--- src/pkg/r2mf_cfg.svh ---
// Bit positions, reset values and tone sets of the signaling controller
`ifndef R2MF_CFG_SVH
`define R2MF_CFG_SVH

// =====================================
// Command byte fields
`define R2MF_B_TONE     7
`define R2MF_B_CHN      6
`define R2MF_B_CLKSRC   5
`define R2MF_B_CODING   4
`define R2MF_B_EN       3
`define R2MF_B_EOT      2
`define R2MF_B_AUTO     1
`define R2MF_B_DIR      0
`define R2MF_CFG1_SEL   2'b00
`define R2MF_CFG2_SEL   2'b01

// =====================================
// Reset values
`define R2MF_RST_EOT    1'b1
`define R2MF_RST_DIR    1'b1
`define R2MF_RST_EN     1'b0
`define R2MF_RST_AUTO   1'b0
`define R2MF_RST_CODING 1'b0
`define R2MF_RST_CLKSRC 1'b1
`define R2MF_RST_LATCH  8'h00

// =====================================
// Tone sets in Hz
`define R2MF_FWD_LO_HZ  1380
`define R2MF_FWD_HI_HZ  1980
`define R2MF_BWD_LO_HZ  540
`define R2MF_BWD_HI_HZ  1140
`define R2MF_STEP_HZ    120

`endif

--- src/pkg/r2mf_pkg.sv ---
// Types and tone code functions of the signaling controller
package r2mf_pkg;

   typedef enum logic [1:0] {
      R2MF_ST_IDLE = 2'b01,
      R2MF_ST_SIG  = 2'b10
   } r2mf_state_e;

   typedef struct packed {
      r2mf_state_e state;
      logic        pend;
      logic [5:0]  pend_flags;
      logic [5:0]  tx_flags;
      logic        tx_on;
      logic        rise;
      logic        fall;
   } r2mf_chan_s;

   typedef struct packed {
      logic            wr_s1;
      logic            wr_s2;
      logic            wr_p;
      logic            rd_s1;
      logic            rd_s2;
      logic [7:0]      dat_s1;
      logic [7:0]      dat_s2;
      logic [7:0]      cmd;
      logic            cmd_vld;
      logic            rx_empty;
      logic            full_n;
      logic            oe;
      logic [7:0]      latch;
      logic [7:0]      out;
      logic            clk_ext;
      logic            binary;
      logic [1:0]      en;
      logic [1:0]      eot;
      logic [1:0]      auto_on;
      logic [1:0]      fwd;
      logic [1:0]      pend;
      logic [1:0][7:0] evt;
   } r2mf_host_s;

   // Code 0 is tone off; each other code is one pair, bit 0 lowest index
   function automatic logic [5:0] r2mf_code2flags(input logic [3:0] code);
      case (code)
         4'h1:    r2mf_code2flags = 6'h03;
         4'h2:    r2mf_code2flags = 6'h05;
         4'h3:    r2mf_code2flags = 6'h06;
         4'h4:    r2mf_code2flags = 6'h09;
         4'h5:    r2mf_code2flags = 6'h0a;
         4'h6:    r2mf_code2flags = 6'h0c;
         4'h7:    r2mf_code2flags = 6'h11;
         4'h8:    r2mf_code2flags = 6'h12;
         4'h9:    r2mf_code2flags = 6'h14;
         4'ha:    r2mf_code2flags = 6'h18;
         4'hb:    r2mf_code2flags = 6'h21;
         4'hc:    r2mf_code2flags = 6'h22;
         4'hd:    r2mf_code2flags = 6'h24;
         4'he:    r2mf_code2flags = 6'h28;
         4'hf:    r2mf_code2flags = 6'h30;
         default: r2mf_code2flags = 6'h00;
      endcase
   endfunction

   function automatic logic [3:0] r2mf_flags2code(input logic [5:0] flags);
      logic [3:0] i;
      r2mf_flags2code = 4'h0;
      for (int k = 1; k < 16; k++) begin
         i = 4'(k);
         if (r2mf_code2flags(i) == flags) begin
            r2mf_flags2code = i;
         end
      end
   endfunction

endpackage

--- src/verilog/r2mf_chan.sv ---
// Compelled signaling state machine of one channel
`timescale 1ns/1ps

module r2mf_chan (
   input  wire logic       sys_clk,
   input  wire logic       reset_n,
   input  wire logic       en,
   input  wire logic       auto_on,
   input  wire logic       fwd,
   input  wire logic       cmd_stb,
   input  wire logic [5:0] cmd_flags,
   input  wire logic       det_on,
   output logic            tx_on,
   output logic [5:0]      tx_flags,
   output logic            rise,
   output logic            fall
);

   r2mf_pkg::r2mf_chan_s q;
   r2mf_pkg::r2mf_chan_s d;
   logic                 go_sig;
   logic                 go_idle;
   logic                 act;

   always_comb begin
      d       = q;
      d.rise  = 1'b0;
      d.fall  = 1'b0;
      go_sig  = 1'b0;
      go_idle = 1'b0;
      // Disabled channel ignores its detector and holds its state
      case (q.state)
         r2mf_pkg::R2MF_ST_IDLE: begin
            if (en && det_on) begin
               go_sig  = 1'b1;
               d.state = r2mf_pkg::R2MF_ST_SIG;
               d.rise  = 1'b1;
            end
         end
         r2mf_pkg::R2MF_ST_SIG: begin
            if (en && !det_on) begin
               go_idle = 1'b1;
               d.state = r2mf_pkg::R2MF_ST_IDLE;
               d.fall  = 1'b1;
            end
         end
         default: d.state = r2mf_pkg::R2MF_ST_IDLE;
      endcase
      // Transmit-permitting state: idle going forward, signal going backward
      act = fwd ? (d.state == r2mf_pkg::R2MF_ST_IDLE) : (d.state == r2mf_pkg::R2MF_ST_SIG);
      if (!auto_on) begin
         d.pend = 1'b0;
         if (cmd_stb) begin
            d.tx_flags = cmd_flags;
         end
      end else begin
         if (go_sig || go_idle) begin
            if (!act) begin
               d.tx_flags = 6'h00;
            end else if (q.pend) begin
               d.tx_flags = q.pend_flags;
               d.pend     = 1'b0;
            end
         end
         if (cmd_stb) begin
            if (act) begin
               d.tx_flags = cmd_flags;
               d.pend     = 1'b0;
            end else begin
               d.pend       = 1'b1;
               d.pend_flags = cmd_flags;
            end
         end
      end
      d.tx_on = |d.tx_flags;
   end

   always_ff @(posedge sys_clk or negedge reset_n) begin
      if (!reset_n) begin
         q <= '{state: r2mf_pkg::R2MF_ST_IDLE, default: '0};
      end else begin
         q <= d;
      end
   end

   assign tx_on    = q.tx_on;
   assign tx_flags = q.tx_flags;
   assign rise     = q.rise;
   assign fall     = q.fall;

   property p_fwd_cmd_now;
      @(posedge sys_clk) disable iff (!reset_n)
      auto_on && fwd && q.state == r2mf_pkg::R2MF_ST_IDLE && !(en && det_on) && cmd_stb
      |=> tx_flags == $past(cmd_flags);
   endproperty
   a_fwd_cmd_now: assert property (p_fwd_cmd_now) else $error("forward command not started at once");

   property p_fwd_sig_off;
      @(posedge sys_clk) disable iff (!reset_n)
      auto_on && fwd && go_sig |=> !tx_on ##1 (!tx_on || $past(!fwd || !auto_on || go_idle || cmd_stb));
   endproperty
   a_fwd_sig_off: assert property (p_fwd_sig_off) else $error("transmitter on after backward signal");

   property p_pend_run;
      @(posedge sys_clk) disable iff (!reset_n)
      auto_on && q.pend && (fwd ? go_idle : go_sig) && !cmd_stb |=> tx_flags == $past(q.pend_flags) && !q.pend;
   endproperty
   a_pend_run: assert property (p_pend_run) else $error("pending command not run on entry");

   property p_bwd_idle_off;
      @(posedge sys_clk) disable iff (!reset_n)
      auto_on && !fwd && go_idle |=> !tx_on;
   endproperty
   a_bwd_idle_off: assert property (p_bwd_idle_off) else $error("backward idle entry left tone on");

   property p_bwd_cmd_now;
      @(posedge sys_clk) disable iff (!reset_n)
      auto_on && !fwd && q.state == r2mf_pkg::R2MF_ST_SIG && !(en && !det_on) && cmd_stb
      |=> tx_flags == $past(cmd_flags);
   endproperty
   a_bwd_cmd_now: assert property (p_bwd_cmd_now) else $error("backward command not started at once");

   property p_bwd_hold;
      @(posedge sys_clk) disable iff (!reset_n)
      auto_on && !fwd && q.state == r2mf_pkg::R2MF_ST_IDLE && !(en && det_on) && cmd_stb
      |=> q.pend && $stable(tx_flags);
   endproperty
   a_bwd_hold: assert property (p_bwd_hold) else $error("backward idle command not held");

   property p_detect;
      @(posedge sys_clk) disable iff (!reset_n)
      en && det_on && q.state == r2mf_pkg::R2MF_ST_IDLE |=> rise ##1 !rise;
   endproperty
   a_detect: assert property (p_detect) else $error("detection did not enter signal state");

   property p_manual;
      @(posedge sys_clk) disable iff (!reset_n)
      !auto_on && cmd_stb |=> tx_flags == $past(cmd_flags) && tx_on == ($past(cmd_flags) != 6'h00);
   endproperty
   a_manual: assert property (p_manual) else $error("manual command not applied");

endmodule // r2mf_chan

--- src/verilog/r2mf_ctrl.sv ---
// Host latch port, configuration and tone reporting of the signaling controller
// How it works
// - Forward idle state starts commanded tone immediately
// - Forward signal state forces transmitter off
// - Forward signal-state command pends until idle
// - Backward idle state keeps transmitter off
// - Backward signal state starts commanded tone immediately
// - Backward idle entry stops; pending runs later
// - Detection enters signal state, reports tone
// - Loss returns idle; end code if enabled
// - Forward sends high set, hears low
// - Backward sends low set, hears high
// - Reset defaults: report on, forward, disabled
// - Latch shows zero byte after reset
// - Tone command: bit7, channel, flags/code
// - Return byte: bit7 clear, channel, coding
// - Tone report pulls full flag low
// - Write strobe raises empty; capture; clear
// - Read strobe raises full, drives data
// - Two config bytes set channel options
// - Manual mode: commands alone switch tone
// - Disabled channel ignores detector and commands
`timescale 1ns/1ps
`include "r2mf_cfg.svh"

module r2mf_ctrl #(
   parameter int NCHAN = 2
) (
   input  wire logic               sys_clk,
   input  wire logic               reset_n,
   input  wire logic               wr_n,
   input  wire logic               rd_n,
   input  wire logic [7:0]         host_data_lines_in,
   input  wire logic [NCHAN-1:0]   det_on,
   input  wire logic [NCHAN*6-1:0] det_flags,
   output logic [7:0]              host_data_lines_out,
   output logic                    host_data_lines_oe,
   output logic                    tx_latch_full_n,
   output logic                    rx_latch_empty,
   output logic                    codec_clock_source_sel,
   output logic                    tone_coding_sel,
   output logic [NCHAN-1:0]        channel_on,
   output logic [NCHAN-1:0]        end_of_tone_report,
   output logic [NCHAN-1:0]        auto_handshake_sel,
   output logic [NCHAN-1:0]        direction_sel,
   output logic [NCHAN-1:0]        tx_on,
   output logic [NCHAN*6-1:0]      tx_flags
);

   // =====================================
   // Parameter check
   if (NCHAN < 1 || NCHAN > 2) begin : g_bad_nchan
      $error("NCHAN must be 1 or 2");
   end

   // =====================================
   // State
   r2mf_pkg::r2mf_host_s q;
   r2mf_pkg::r2mf_host_s d;
   logic [1:0]           tone_stb;
   logic [5:0]           cmd_flags;
   logic                 cmd_ok;
   logic [1:0]           ch_rise;
   logic [1:0]           ch_fall;
   logic [1:0][5:0]      det_f;
   logic [1:0]           det_in;

   localparam r2mf_pkg::r2mf_host_s RST = '{
      wr_s1:    1'b1,
      wr_s2:    1'b1,
      wr_p:     1'b1,
      rd_s1:    1'b1,
      rd_s2:    1'b1,
      dat_s1:   8'h00,
      dat_s2:   8'h00,
      cmd:      8'h00,
      cmd_vld:  1'b0,
      rx_empty: 1'b0,
      full_n:   1'b0,
      oe:       1'b0,
      latch:    `R2MF_RST_LATCH,
      out:      8'h00,
      clk_ext:  `R2MF_RST_CLKSRC,
      binary:   `R2MF_RST_CODING,
      en:       {2{`R2MF_RST_EN}},
      eot:      {2{`R2MF_RST_EOT}},
      auto_on:  {2{`R2MF_RST_AUTO}},
      fwd:      {2{`R2MF_RST_DIR}},
      pend:     2'b00,
      evt:      16'h0000
   };

   // Return byte payload in the configured coding
   function automatic logic [5:0] ret_payload(input logic bin, input logic [5:0] f);
      ret_payload = bin ? {2'b00, r2mf_pkg::r2mf_flags2code(f)} : f;
   endfunction

   // =====================================
   // Detector inputs widened to two channels
   always_comb begin
      det_in = 2'b00;
      det_f  = '0;
      for (int c = 0; c < NCHAN; c++) begin
         det_in[c] = det_on[c];
         det_f[c]  = det_flags[c*6 +: 6];
      end
   end

   // =====================================
   // Tone command decode
   always_comb begin
      cmd_ok    = !q.binary || (q.cmd[5:4] == 2'b00);
      cmd_flags = q.binary ? r2mf_pkg::r2mf_code2flags(q.cmd[3:0]) : q.cmd[5:0];
      tone_stb  = 2'b00;
      for (int c = 0; c < 2; c++) begin
         if (q.cmd_vld && q.cmd[`R2MF_B_TONE] && cmd_ok && (q.cmd[`R2MF_B_CHN] == c[0])
             && q.en[c] && (c < NCHAN)) begin
            tone_stb[c] = 1'b1;
         end
      end
   end

   // =====================================
   // Next state
   always_comb begin
      d = q;
      // Strobes and data pass two flip-flops before use
      d.wr_s1   = wr_n;
      d.wr_s2   = q.wr_s1;
      d.wr_p    = q.wr_s2;
      d.rd_s1   = rd_n;
      d.rd_s2   = q.rd_s1;
      d.dat_s1  = host_data_lines_in;
      d.dat_s2  = q.dat_s1;
      d.cmd_vld = 1'b0;

      // Host write
      if (q.wr_s2 && !q.wr_p) begin
         d.cmd     = q.dat_s2;
         d.cmd_vld = 1'b1;
      end
      if (q.cmd_vld) begin
         d.rx_empty = 1'b0;
         if (!q.cmd[`R2MF_B_TONE]) begin
            if (q.cmd[7:6] == `R2MF_CFG1_SEL) begin
               d.clk_ext    = q.cmd[`R2MF_B_CLKSRC];
               d.binary     = q.cmd[`R2MF_B_CODING];
               d.en[0]      = q.cmd[`R2MF_B_EN];
               d.eot[0]     = q.cmd[`R2MF_B_EOT];
               d.auto_on[0] = q.cmd[`R2MF_B_AUTO];
               d.fwd[0]     = q.cmd[`R2MF_B_DIR];
            end else if (NCHAN > 1) begin
               d.en[1]      = q.cmd[`R2MF_B_EN];
               d.eot[1]     = q.cmd[`R2MF_B_EOT];
               d.auto_on[1] = q.cmd[`R2MF_B_AUTO];
               d.fwd[1]     = q.cmd[`R2MF_B_DIR];
            end
         end
      end

      // New strobe after the consume clear, so a set wins
      if (!q.wr_s2 && q.wr_p) begin
         d.rx_empty = 1'b1;
      end

      // Host read: data stands while the strobe is low
      if (!q.rd_s2) begin
         d.oe     = 1'b1;
         d.out    = q.latch;
         d.full_n = 1'b1;
      end else begin
         d.oe = 1'b0;
      end

      // Latch refill, lowest channel first, never under a read
      if (q.full_n && q.rd_s2) begin
         if (q.pend[0]) begin
            d.latch   = q.evt[0];
            d.full_n  = 1'b0;
            d.pend[0] = 1'b0;
         end else if (q.pend[1]) begin
            d.latch   = q.evt[1];
            d.full_n  = 1'b0;
            d.pend[1] = 1'b0;
         end
      end

      // New events set after the refill clear, so a set wins
      for (int c = 0; c < 2; c++) begin
         if (ch_rise[c]) begin
            d.pend[c] = 1'b1;
            d.evt[c]  = {1'b0, c[0], ret_payload(q.binary, det_f[c])};
         end else if (ch_fall[c] && q.eot[c]) begin
            d.pend[c] = 1'b1;
            d.evt[c]  = {1'b0, c[0], 6'h00};
         end
      end
   end

   always_ff @(posedge sys_clk or negedge reset_n) begin
      if (!reset_n) begin
         q <= RST;
      end else begin
         q <= d;
      end
   end

   // =====================================
   // Channel machines
   logic [1:0]      c_tx_on;
   logic [1:0][5:0] c_tx_flags;

   for (genvar g = 0; g < 2; g++) begin : g_chan
      if (g < NCHAN) begin : g_on
         r2mf_chan u_chan (
            .sys_clk   (sys_clk),
            .reset_n   (reset_n),
            .en        (q.en[g]),
            .auto_on   (q.auto_on[g]),
            .fwd       (q.fwd[g]),
            .cmd_stb   (tone_stb[g]),
            .cmd_flags (cmd_flags),
            .det_on    (det_in[g]),
            .tx_on     (c_tx_on[g]),
            .tx_flags  (c_tx_flags[g]),
            .rise      (ch_rise[g]),
            .fall      (ch_fall[g])
         );
      end else begin : g_off
         assign c_tx_on[g]    = 1'b0;
         assign c_tx_flags[g] = 6'h00;
         assign ch_rise[g]    = 1'b0;
         assign ch_fall[g]    = 1'b0;
      end
   end

   // =====================================
   // Outputs
   assign host_data_lines_out    = q.out;
   assign host_data_lines_oe     = q.oe;
   assign tx_latch_full_n        = q.full_n;
   assign rx_latch_empty         = q.rx_empty;
   assign codec_clock_source_sel = q.clk_ext;
   assign tone_coding_sel        = q.binary;
   assign channel_on             = q.en[NCHAN-1:0];
   assign end_of_tone_report     = q.eot[NCHAN-1:0];
   assign auto_handshake_sel     = q.auto_on[NCHAN-1:0];
   // High selects forward send set and backward receive set
   assign direction_sel          = q.fwd[NCHAN-1:0];

   always_comb begin
      tx_on    = '0;
      tx_flags = '0;
      for (int c = 0; c < NCHAN; c++) begin
         tx_on[c]          = c_tx_on[c];
         tx_flags[c*6 +: 6] = c_tx_flags[c];
      end
   end

   // =====================================
   // Checks
   property p_wr_low;
      @(posedge sys_clk) disable iff (!reset_n)
      !q.wr_s2 && q.wr_p |=> rx_latch_empty;
   endproperty
   a_wr_low: assert property (p_wr_low) else $error("empty flag not raised on write");

   property p_wr_done;
      @(posedge sys_clk) disable iff (!reset_n)
      q.wr_s2 && !q.wr_p |=> q.cmd == $past(q.dat_s2) ##1 !rx_latch_empty;
   endproperty
   a_wr_done: assert property (p_wr_done) else $error("written byte not taken or flag not cleared");

   property p_read;
      @(posedge sys_clk) disable iff (!reset_n)
      !q.rd_s2 |=> host_data_lines_oe && tx_latch_full_n && host_data_lines_out == $past(q.latch);
   endproperty
   a_read: assert property (p_read) else $error("read strobe not answered");

   property p_report;
      @(posedge sys_clk) disable iff (!reset_n)
      $fell(tx_latch_full_n) |-> !q.latch[7] && q.latch == $past(q.pend[0] ? q.evt[0] : q.evt[1]);
   endproperty
   a_report: assert property (p_report) else $error("report byte malformed");

   property p_cfg1;
      @(posedge sys_clk) disable iff (!reset_n)
      q.cmd_vld && q.cmd[7:6] == `R2MF_CFG1_SEL
      |=> tone_coding_sel == $past(q.cmd[4]) && channel_on[0] == $past(q.cmd[3]);
   endproperty
   a_cfg1: assert property (p_cfg1) else $error("configuration byte not applied");

   property p_disabled;
      @(posedge sys_clk) disable iff (!reset_n)
      q.cmd_vld && q.cmd[7] && !q.en[q.cmd[6]] |-> tone_stb == 2'b00;
   endproperty
   a_disabled: assert property (p_disabled) else $error("disabled channel took a command");

   property p_no_eot;
      @(posedge sys_clk) disable iff (!reset_n)
      ch_fall[0] && !q.eot[0] && !q.pend[0] |=> !q.pend[0];
   endproperty
   a_no_eot: assert property (p_no_eot) else $error("end code sent with reporting off");

endmodule // r2mf_ctrl

--- config.mk ---
export PLATFORM = sky130hd
export DESIGN_NAME = r2mf_ctrl
export DESIGN_NICKNAME = d
export VERILOG_FILES = /design/src/pkg/r2mf_pkg.sv /design/src/verilog/r2mf_chan.sv /design/src/verilog/r2mf_ctrl.sv
export VERILOG_INCLUDE_DIRS = /design/src /design/src/pkg
export SDC_FILE = /design/constraint.sdc
export NUM_CORES = 1
export LEC_CHECK = 0
export BUFFER_PORTS_ARGS = -buffer_cell sky130_fd_sc_hd__buf_2
export CAP_MARGIN = 20
export CORE_UTILIZATION = 50
export CTS_CLUSTER_SIZE = 16
export DETAILED_ROUTE_END_ITERATION = 10
export PLACE_DENSITY = 0.7
export SLEW_MARGIN = 15
export SYNTH_ARGS = -nofsm -noshare
export SYNTH_HDL_FRONTEND = slang
export SYNTH_HIERARCHICAL = 1
export SYNTH_SLANG_ARGS = --single-unit
--- constraint.sdc ---
create_clock -name sys_clk -period 8.19 [get_ports sys_clk]
set_clock_uncertainty 0.1 [all_clocks]
set_input_delay 0.4095 -clock sys_clk [delete_from_list [all_inputs] [get_ports sys_clk]]
set_output_delay 0.4095 -clock sys_clk [all_outputs]
set_load 0.1 [all_outputs]
=== Word level (Yosys, flattened, before mapping) ===
Memory sizes are Yosys's and may differ from the RTL's.
Cells that the tools add are included.

* Bits in latches: 0
* ROM bits: 96
* Memories kept: 1
* Output and inout bits: 35
* Bits in writable memories: 0
* Register bits: 113
* Bits of input ports: 26
* Word-level logic and storage cells: 257

* Bitwise operators: 5
* Reduce and logical (&&, ||, !) cells: 41
* Div/mod/pow operators: 0
* Shift-type cells: 0
* Multiply operators: 0
* $lt $le $gt $ge: 0
* Eq/ne operators: 43
* Muxes and demuxes: 125
* Add/subtract/negate cells: 0

{| class="wikitable"
|+ Memory list
! memory !! words !! bits a word !! read ports !! clocked after Yosys merged registers in !! write ports !! line !! RTL
|-
| (no name shown) || 16 || 6 || 1 || 0 || 0 || r2mf_pkg.sv:46 || <nowiki>case (code)</nowiki>
|}

{| class="wikitable"
|+ Operators with widths
! operator !! count
|-
| 6-bit two-way mux || 47
|-
| 6-bit == test || 30
|-
| 4-bit two-way mux || 28
|-
| 8-bit two-way mux || 6
|-
| 1-bit two-way mux || 35
|-
| 13-bit two-way mux || 2
|-
| 1-bit logical AND || 15
|-
| 3-bit by 1-bit != test with 1-bit output, second input constant || 5
|-
| 3-bit AND reduction || 4
|-
| 6-bit OR reduction || 2
|-
| 2-bit two-way mux || 5
|-
| 2-bit by 1-bit == test with 1-bit output, second input constant || 4
|-
| 2-bit == test, second input constant || 4
|-
| 2-bit one-hot mux with 2 select lines || 2
|-
| 2-bit AND reduction || 4
|-
| 2-bit nonzero test || 4
|-
| 3-bit nonzero test || 2
|-
| 1-bit zero test || 5
|-
| 1-bit inverter || 5
|-
| 2-bit zero test || 2
|-
| 1-bit logical OR || 3
|}

=== Longest topological paths before layout ===
Gate-level depths: netlist of the first run.

* Depth after elaboration: 19
* Gate-level depth with buffers: 11
* Depth with buffers taken out: 11

=== By module ===
The synthesis of the first run kept the hierarchy.

{| class="wikitable"
|+ Modules (own cells, without submodules)
! module !! area each (µm²) !! times used !! cells an instance !! seq. area each (µm²)
|-
| r2mf_ctrl || 3444.6 || 1 || 323 || 1814.2
|-
| r2mf_chan || 1101.1 || 2 || 111 || 451.7
|}

=== Worst setup path after synthesis of the first run ===
OpenSTA, ideal clock, no wires.

* Kind: reg2reg
* Start: reg q, in the netlist tone_coding_sel
* End: reg g_chan[0].g_on.u_chan.q, in the netlist g_chan[0].g_on.u_chan/tx_on
* Cell stages (with the launch flop): 12
* Path slack: 4513 ps
* Data required time: 7951 ps
* Path buffers: 2
* Arrival time: 3439 ps
* Library setup time: 139 ps
* Clock period less this slack: 3677 ps
* Cell sequence: dfrtp_1 buf_4 o21ai_0 nand3_1 nor3b_1 clkbuf_1 inv_1 a211oi_4 o22ai_2 a221o_1 or2_0 or4_1

{| class="wikitable"
|+ RTL lines
! element !! line !! RTL
|-
| from (decl) || r2mf_ctrl.sv:58 || <nowiki>r2mf_pkg::r2mf_host_s q;</nowiki>
|-
| from (signal assigned) || r2mf_ctrl.sv:202 || <nowiki>q <= RST;</nowiki>
|-
| from (signal assigned) || r2mf_ctrl.sv:204 || <nowiki>q <= d;</nowiki>
|-
| to (signal assigned) || r2mf_chan.sv:80 || <nowiki>q <= '{state: r2mf_pkg::R2MF_ST_IDLE, default: '0};</nowiki>
|-
| to (signal assigned) || r2mf_chan.sv:82 || <nowiki>q <= d;</nowiki>
|-
| to (decl) || r2mf_chan.sv:19 || <nowiki>r2mf_pkg::r2mf_chan_s q;</nowiki>
|}

==> reports/metrics.yaml, run 1 <==
place:
  dp_cells: 695
  dpl.hpwl_um: 7830
  gp_congestion: 0.886
  port-buffer-count: 59
  dp_slack_ns: 4.47
job:
  drv_cap: 0
synthesis:
  synth_edf_count: 0
  ys.warnings.count: 6
  synth_cells: 545
  syn-cell-area_um2: 5650
  async_flop_share_pct: 100
  avgSynthCellArea_um2: 10.4
  synth_flop_cell: "dfrtp_1"
  ys_ff_latch: 108
  ys_seq_area_share_pct: 48.1
  ys_types: 71
  syn_nets: 581
detailed_routing:
  ant_nets: 0
  first_pass_iters: 5
  wl_um: 10900
  routed-via-count: 4109
  wire_per_inst_um: 15.3
  drt_iter0_markers: 226
  viasPerCell: 5.77
  drc: 0
sta:
  maxSlewViolCount: 0
  setup_slack_ns: 4.42
  setup_tns_ns: 0
  rsz0062_at_grt: "no"
  setup_violations: 0
  relSlewSlack_pct: 38.1
  fmaxAchievable_mhz: 265
  tightest_slew_ns: 0.929
  timing_hold_violations_final: 0
  min_period_ns: 3.77
  fin_crit_sh_pct: 46.1
global_route:
  grt.total_usage_pct: 20.0
  met2_usage_pct: 32.0
  grt.busiest_layer: "met2"
  grtUsageMet3_pct: 4.04
  grt_max_degree: 78
  grt_pass1_wl_um: 18300
  antenna_found_initial: 0
  grt_pass1_vias: 3816
  grt_util_met1_pct: 26.5
  gr-total-overflow: 0
final_layout:
  n_antenna_cell: 0
  nNetsFinal: 603
  drive_above_1_share_pct: 21.7
  final_cells: 712
  area_delta_synth_final_pct: 8.33
setup_path:
  cp.required_ns: 8.30
  worst-setup-path-type: "register to register"
  worst_setup_path_start_kind: "register"
  ff2ff_path_depth: 9
  arrival_ns: 3.89
  cp_max_fo: 24
  cp-end-kind: "register"
clock_network:
  root_buffer: "clkbuf_16"
  clockBufferDepth: 2
  cts_resized: 0
  cts-buffers-inserted: 9
  post_cts_buffers: 0
  cts.clk_slew.worst_paths_ns: 0.07
  cts.sinks: 108
  h-tree-depth: 3
  cts_tree: "yes"
  clock_latency_ns: 0.34
  cts_hold_buf: 1
floorplan:
  core_um2: 10900
  die_y_um: 108
  io_pins: 61
  rows: 38
  die-area_um2: 11700
  die_width_um: 108
  start_util_pct: 51.6
pwr:
  vdd_drop_max_mv: 0.288
  power.density_nw_per_um2: 374
  leakagePower_nw: 2.63
min_path:
  min_path_type: "input pin to register"
  hold_depth: 1
run_status:
  status: "finished clean"
==> cell families (layout without fill, tap and decap cells) <==
logic type / after synthesis / in the layout / synth area share [%]
compound gates: 147 / 147 / 17.6
mux: 47 / 47 / 8.93
buf+inv: 78 / 105 / 8.09
other cells: 1 / 1 / 0.0664
xor+xnor: 10 / 10 / 1.55
fa+ha+maj: 10 / 10 / 2.22
flops: 108 / 108 / 48.1
simple gates: 144 / 144 / 13.4
==> report_power, final <==
| group | total (W) | switching (W) | leakage (nW) | internal (W) |
|---|---|---|---|---|
| registers | 0.000832 | 0.000143 | 1.29 | 0.000688 |
| clock network | 0.000464 | 0.000192 | 0.155 | 0.000272 |
| logic | 0.000990 | 0.000723 | 1.19 | 0.000267 |
| total | 0.00229 | 0.00106 | 2.63 | 0.00123 |
==> sequential cells by signal (all words and copies together) (netlist names) <==
| signal | count |
|---|---|
| auto_handshake_sel | 2 |
| channel_on | 2 |
| codec_clock_source_sel | 1 |
| d | 11 |
| direction_sel | 2 |
| end_of_tone_report | 2 |
| g_chan.g_on.u_chan/fall | 2 |
| g_chan.g_on.u_chan/q | 18 |
| g_chan.g_on.u_chan/rise | 2 |
| g_chan.g_on.u_chan/tx_flags | 12 |
| g_chan.g_on.u_chan/tx_on | 2 |
| host_data_lines_oe | 1 |
| host_data_lines_out | 7 |
| q | 41 |
| rx_latch_empty | 1 |
| tone_coding_sel | 1 |
| tx_latch_full_n | 1 |
==> layout make-up <==
type / instances / area, µm²
Sequential cell: 108 / 2720
Fill cell: 942 / 4820
Timing Repair Buffer: 62 / 323
Clock buffer: 10 / 229
Clock inverter: 6 / 96.3
Tap cell: 140 / 175
Multi-Input combinational cell: 359 / 2470
Inverter: 27 / 104
==> path summary, 6_finish.rpt <==
kind	from	to	slack, ns
setup / recovery	tone_coding_sel	g_chan[1].g_on.u_chan/tx_on	4.42
hold / removal	wr_n	d[75]	0.06
setup reg to reg	tone_coding_sel	g_chan[1].g_on.u_chan/tx_on	4.42
hold reg to reg	d[57]	q[57]	0.25
max in group asynchronous	reset_n	channel_on[0]	6.29
min in group asynchronous	reset_n	q[37]	0.43
==> per-layer routing <==
metal,routed length (µm),up-vias,share of wire [%]
li1,-,1982,-
met2,5190,112,48
met3,438,20,4.0
met1,5060,1995,46
met5,0,-,0
met4,225,0,2.1
==> synth_stat cells (3+ instances only) <==
| cell | count | area (µm²) |
|---|---|---|
| a21oi_1 | 24 | 120 |
| a221o_1 | 4 | 40.0 |
| a221oi_1 | 5 | 43.8 |
| a22o_1 | 4 | 35.0 |
| a22oi_1 | 4 | 30.0 |
| a31oi_1 | 5 | 31.3 |
| buf_2 | 8 | 40.0 |
| buf_4 | 32 | 240 |
| clkbuf_1 | 8 | 30.0 |
| dfrtp_1 | 96 | 2400 |
| dfstp_2 | 12 | 315 |
| ha_1 | 10 | 125 |
| inv_1 | 25 | 93.8 |
| mux2_1 | 7 | 78.8 |
| mux2_2 | 20 | 225 |
| mux2i_1 | 20 | 200 |
| nand2_1 | 57 | 214 |
| nand3_1 | 4 | 20.0 |
| nand3b_1 | 5 | 37.5 |
| nand4_1 | 7 | 43.8 |
| nor2_1 | 18 | 67.6 |
| nor2b_1 | 15 | 93.8 |
| nor3_1 | 7 | 35.0 |
| nor4_1 | 3 | 18.8 |
| o211ai_1 | 7 | 52.6 |
| o21ai_0 | 43 | 215 |
| o21ai_1 | 12 | 60.1 |
| o22ai_1 | 3 | 18.8 |
| o2bb2ai_1 | 6 | 52.6 |
| or4_1 | 4 | 30.0 |
| xor2_1 | 10 | 87.6 |
==> critical path, cell delays in order (launching register included) <==
cell	delay [ns]
dfrtp_1	0.62
o21ai_0	0.18
nand3_1	0.15
nor2_1	0.69
inv_1	0.31
a211oi_4	0.45
o22ai_2	0.14
a221o_1	0.33
or2_0	0.22
or4_1	0.46
==> through the flow <==
step                      hold WS (ns)  instance area [µm²]  util [%]  power [W]
after global routing            0.0411                 6120      55.9    0.00242
after CTS                       0.0441                 6120      55.9    0.00230
after floorplan                 0.0139                 5650         -    0.00170
after global placement           0.232                 5780      52.9    0.00180
after detailed placement         0.236                 5780      52.9    0.00183
final                           0.0617                 6120      55.9    0.00229
==> cells in the final DEF, fill, tap and decap left out, drive strengths merged, types with 3 or more instances in the layout <==
| master | instances |
|---|---|
| nor2b | 15 |
| clkbuf | 10 |
| a221o | 4 |
| o21ai | 55 |
| nand4 | 7 |
| a221oi | 5 |
| nor2 | 19 |
| mux2 | 27 |
| inv | 29 |
| nor3 | 7 |
| nand2 | 57 |
| xor2 | 10 |
| or4 | 4 |
| nand3 | 4 |
| o211ai | 7 |
| or2 | 4 |
| mux2i | 20 |
| ha | 10 |
| a21o | 4 |
| o2bb2ai | 6 |
| buf | 61 |
| a31oi | 5 |
| o22ai | 5 |
| dfstp | 12 |
| a22oi | 4 |
| or2b | 3 |
| dfrtp | 96 |
| a22o | 6 |
| nor4 | 3 |
| a211oi | 4 |
| a21oi | 25 |
| nand3b | 7 |
No activity file was read; power rests on OpenSTA's default activity.
==> inputs of run 2 (changes only) <==
clock period = 3.6 ns   (was 8.19 ns; I/O delays follow)
==> reports/metrics.yaml, run 2 (synthesized netlist as in run 1, its figures left out) <==
final_layout:
  layout_commonest_cell: "dfrtp_1"
  area_delta_synth_final_pct: 10.4
  register_area_um2: 2720
  finalCoreUtilization_pct: 57.0
  n_antenna_cell: 0
  multiInputGateArea_um2: 2470
  n_fill_cell: 955
  layout_common_cells: "dfrtp_1, buf_2, nand2_1"
  largest_register_ffs: 41
  drive_above_1_share_pct: 21.9
  regMostFlops: "q"
  nNetsFinal: 619
sta:
  tightest_slew_ns: 0.975
  min_period_ns: 3.33
  setup_violations: 0
  rsz0062_at_grt: "no"
  maxSlewViolCount: 0
  timing_hold_violations_final: 0
  setup_tns_ns: 0
  fin_crit_sh_pct: 92.6
  fmaxAchievable_mhz: 300
  relSlewSlack_pct: 34.4
floorplan:
  die_width_um: 108
  die-area_um2: 11700
  rows: 38
  io_pins: 61
  core_um2: 10900
  die_y_um: 108
  start_util_pct: 51.6
global_route:
  grt_max_degree: 65
  grt_pass1_wl_um: 19400
  grt.total_usage_pct: 21.1
  grt_pass1_vias: 3998
  antenna_found_initial: 0
  gr-total-overflow: 0
setup_path:
  cp.required_ns: 3.72
  slowest_stage: "dfstp_2"
  crit_cells: 10
  worst_setup_path_start_kind: "register"
  regToRegStartpoint: "g_chan[0].g_on.u_chan/q[16]"
  worstSetupStartpoint: "g_chan[0].g_on.u_chan/q[16]"
  crit_family: "compound AO/OA/AOI/OAI gates"
  cp-end-kind: "register"
  worst-setup-path-type: "register to register"
  ff2ff_path_depth: 10
  path_cells: "inv_1 > ha_1 > nor2b_1 > o21ai_0 > a22oi_1 > a211oi_4 > o22ai_2 > a221o_1 > or2_0 > or4_1"
  critPathBufInv: 1
  arrival_ns: 3.45
  cp_max_fo: 7
  crit_path_max_incr_delay_ns: 0.59
job:
  drv_cap: 0
detailed_routing:
  first_pass_iters: 4
  ant_nets: 0
  viasPerCell: 5.64
  wl_um: 11200
  wire_per_inst_um: 15.3
  drt_iter0_markers: 196
  routed-via-count: 4107
  drc: 0
place:
  dpl.hpwl_um: 8010
  gp_congestion: 0.867
  port-buffer-count: 59
clock_network:
  cts_resized: 0
  cts.clk_slew.worst_paths_ns: 0.07
  cts-buffers-inserted: 9
  cts.sinks: 108
  post_cts_buffers: 0
  h-tree-depth: 3
  cts_tree: "yes"
  clock_latency_ns: 0.35
  root_buffer: "clkbuf_16"
  clockBufferDepth: 2
pwr:
  leakagePower_nw: 2.69
  vdd_drop_max_mv: 0.655
  power.density_nw_per_um2: 824
run_status:
  status: "finished clean"
min_path:
  hold_depth: 2
  min_path_type: "input pin to register"
  hold_path_startpoint: "det_flags[5]"
[run 2: changes by cell type in the layout (fill, tap and decap cells not counted), sizes merged]
cell,before,now
dlygate4sd3,1,13
inv,29,28
bufinv,2,1
clkinv,1,3
buf,61,65
[run 2: path summary, 6_finish.rpt]
kind	endpoint	slack, ns
setup / recovery	g_chan[0].g_on.u_chan/tx_on	0.27
hold / removal	q[5]	0.08
setup reg to reg	g_chan[0].g_on.u_chan/tx_on	0.27
hold reg to reg	q[57]	0.25
max in group asynchronous	direction_sel[1]	2.20
min in group asynchronous	host_data_lines_out[2]	0.34
[run 2: metrics by stage]
stage	instances	power, W	worst slack [ns]	hold slack (ns)	area, µm²
after global routing	728	0.00546	0.0563	0.110	6240
after detailed placement	699	0.00417	0.307	0.188	5810
final	728	0.00514	0.268	0.0802	6240
after CTS	728	0.00518	0.288	0.0732	6240
after floorplan	545	0.00388	0.160	-0.216	5650
after global placement	699	0.00410	0.446	0.186	5810
[run 2: final cells by class]
cell class / count / area share [%]
flip-flops and latches: 108 / 43.6
clock buffers: 10 / 3.67
multi-input cells: 359 / 39.6
well taps: 140 / 2.81
inverters: 27 / 1.67
clock inverters: 6 / 1.02
repair buffers: 78 / 7.58
[run 2: what timing repair did]
| item | in CTS | in global routing |
|---|---|---|
| hold buffers | 13 | 0 |
| hold endpoints to repair | 65 | 0 |
| setup endpoints to repair | 0 | 0 |
[run 2: report_power, final]
group          total, W  internal [W]  switching (W)
Clock          0.000974      0.000541       0.000433
Sequential      0.00190       0.00157       0.000329
Combinational   0.00227      0.000618        0.00165
Total           0.00514       0.00273        0.00242
[run 2: metal layers]
| metal | vias to the layer above | global-route usage (%) | wire length [µm] |
|---|---|---|---|
| met4 | 0 | 7.14 | 187 |
| met2 | 97 | 34.6 | 5420 |
| met1 | 1991 | 28.1 | 5080 |
| met5 | - | 0 | 0 |
| met3 | 15 | 4.22 | 462 |
| li1 | 2004 | - | - |
==> inputs of run 3 (changes only) <==
CORE_UTILIZATION = 45   (was 50)
GPL_TIMING_DRIVEN = 0   (was default)
PLACE_DENSITY = 0.66   (was 0.7)
clock period = 2.7 ns   (was 3.6 ns; I/O delays follow)
==> reports/metrics.yaml, run 3 (synthesized netlist as in run 1, its figures left out) <==
pwr:
  combPwrFrac_pct: 49.3
  pwr-share-clk_pct: 18.5
  internal_power_w: 0.00412
  leakagePower_nw: 3.02
  vdd_drop_max_mv: 0.945
  p_total_w: 0.00763
  power.density_nw_per_um2: 1100
  power_frac_seq_pct: 32.2
  switching_share_pct: 46.0
  switchingPower_w: 0.00351
detailed_routing:
  drc: 0
  drt_iter0_markers: 228
  ant_nets: 0
  first_pass_iters: 4
  wl_um: 12100
  viasPerCell: 5.29
  routed-via-count: 4302
  wire_per_inst_um: 14.8
sta:
  tightest_slew_ns: 1.06
  timing_hold_violations_final: 0
  setup_tns_ns: -0.426
  fin_crit_sh_pct: 108
  fmaxAchievable_mhz: 342
  relSlewSlack_pct: 28.6
  setup_slack_ns: -0.222
  min_period_ns: 2.92
  holdWs_ns: 0.0359
  rsz0062_at_grt: "yes"
  maxSlewViolCount: 0
  setup_violations: 2
clock_network:
  cts_tree: "yes"
  cts.sinks: 108
  cts-buffers-inserted: 9
  root_buffer: "clkbuf_16"
  cts.clk_slew.worst_paths_ns: 0.08
  h-tree-depth: 3
  clock_latency_ns: 0.36
  clockBufferDepth: 2
final_layout:
  largest_register_ffs: 41
  regMostFlops: "q"
  nNetsFinal: 677
  register_area_um2: 2720
  layout_common_cells: "dfrtp_1, buf_2, nand2_1"
  area_delta_synth_final_pct: 23.0
  drive_above_1_share_pct: 31.7
  n_fill_cell: 1063
  layout_commonest_cell: "dfrtp_1"
  n_antenna_cell: 0
  multiInputGateArea_um2: 2640
  finalCoreUtilization_pct: 57.3
  stdcell_area_um2: 6940
global_route:
  grt_max_degree: 89
  grt_pass1_vias: 4208
  grt_pass1_wl_um: 20400
  gr-total-overflow: 0
  grt.total_usage_pct: 20.0
  antenna_found_initial: 0
run_status:
  failed_checks: "negative setup slack"
  status: "finished with violations"
setup_path:
  cp_max_fo: 3
  crit_path_max_incr_delay_ns: 0.56
  critPathBufInv: 1
  cp-end-kind: "register"
  cp.required_ns: 2.84
  arrival_ns: 3.06
  worst-setup-path-type: "register to register"
  path_cells: "inv_1 > ha_4 > nand3b_4 > a21o_1 > a211oi_4 > o22ai_4 > a221o_1 > or2_0 > or4_1"
  crit_family: "compound AO/OA/AOI/OAI gates"
  slowest_stage: "dfstp_2"
  worst_setup_path_start_kind: "register"
floorplan:
  start_util_pct: 46.6
  rows: 40
  io_pins: 61
  die_width_um: 114
  die_y_um: 114
  die-area_um2: 13000
  core_um2: 12100
min_path:
  min_path_type: "input pin to register"
place:
  port-buffer-count: 55
  dpl.hpwl_um: 8330
  placed_area_um2: 6220
  gp_congestion: 0.906
job:
  drv_cap: 0
## run 3: routing by layer
metal  vias up  share of wire, %  routed length [µm]  global-route usage (%)
met5         -                 0                   0                       0
met4         0               1.5                 184                    5.97
met3        19               3.9                 469                    5.26
met2       106                49                5960                    33.0
met1      2047                45                5460                    25.7
li1       2130                 -                   -                       -
## run 3: path summary, 6_finish.rpt
kind | cells after the start | end | slack, ns | startpoint
max in group asynchronous | 3 | g_chan[1].g_on.u_chan/q[16] | 1.72 | reset_n
min reg2reg | 0 | q[62] | 0.25 | d[62]
min | 2 | q[5] | 0.04 | det_flags[5]
min in group asynchronous | 2 | host_data_lines_out[2] | 0.09 | reset_n
max reg2reg | 9 | g_chan[0].g_on.u_chan/tx_on | -0.22 | g_chan[0].g_on.u_chan/q[16]
max | 9 | g_chan[0].g_on.u_chan/tx_on | -0.22 | g_chan[0].g_on.u_chan/q[16]
## run 3: cell type report
type | count | area share [%]
Clock inverter | 7 | 1.48
Timing Repair Buffer | 85 | 8.18
Buffer | 51 | 5.33
Clock buffer | 9 | 3.24
Multi-Input combinational cell | 359 | 38.0
Tap cell | 168 | 3.03
Sequential cell | 108 | 39.2
Inverter | 27 | 1.53
## run 3: timing repair
action | 4_1_cts | 5_1_grt
hold buffers | 15 | 0
endpoints found under the setup margin | 14 | 17
pin swaps | 12 | 8
hold endpoints to repair | 114 | 0
setup buffers | 10 | 4
gates resized for setup | 20 | 11
## run 3: power groups by stage
stage | logic (W) | registers (W) | clock network, W
6_report | 0.00377 | 0.00246 | 0.00141
5_1_grt | 0.00403 | 0.00252 | 0.00151
4_1_cts | 0.00366 | 0.00245 | 0.00145
3_5_place_dp | 0.00337 | 0.00249 | 0
3_3_place_gp | 0.00330 | 0.00246 | 0
2_1_floorplan | 0.00271 | 0.00250 | 0
## run 3: metrics by stage
step | std cells | setup WS [ns]
2_1_floorplan | 545 | -0.255
3_3_place_gp | 768 | -0.521
3_5_place_dp | 769 | -0.619
4_1_cts | 810 | -0.211
5_1_grt | 814 | -0.326
6_report | 814 | -0.222
## run 3: worst reg2reg max path, cell delays in order (launching register included)
cell and delay, ns:
dfstp_2 0.56, inv_1 0.08, ha_4 0.26, nand3b_4 0.17, a21o_1 0.24, a211oi_4 0.31, o22ai_4 0.12, a221o_1 0.36
or2_0 0.21, or4_1 0.39
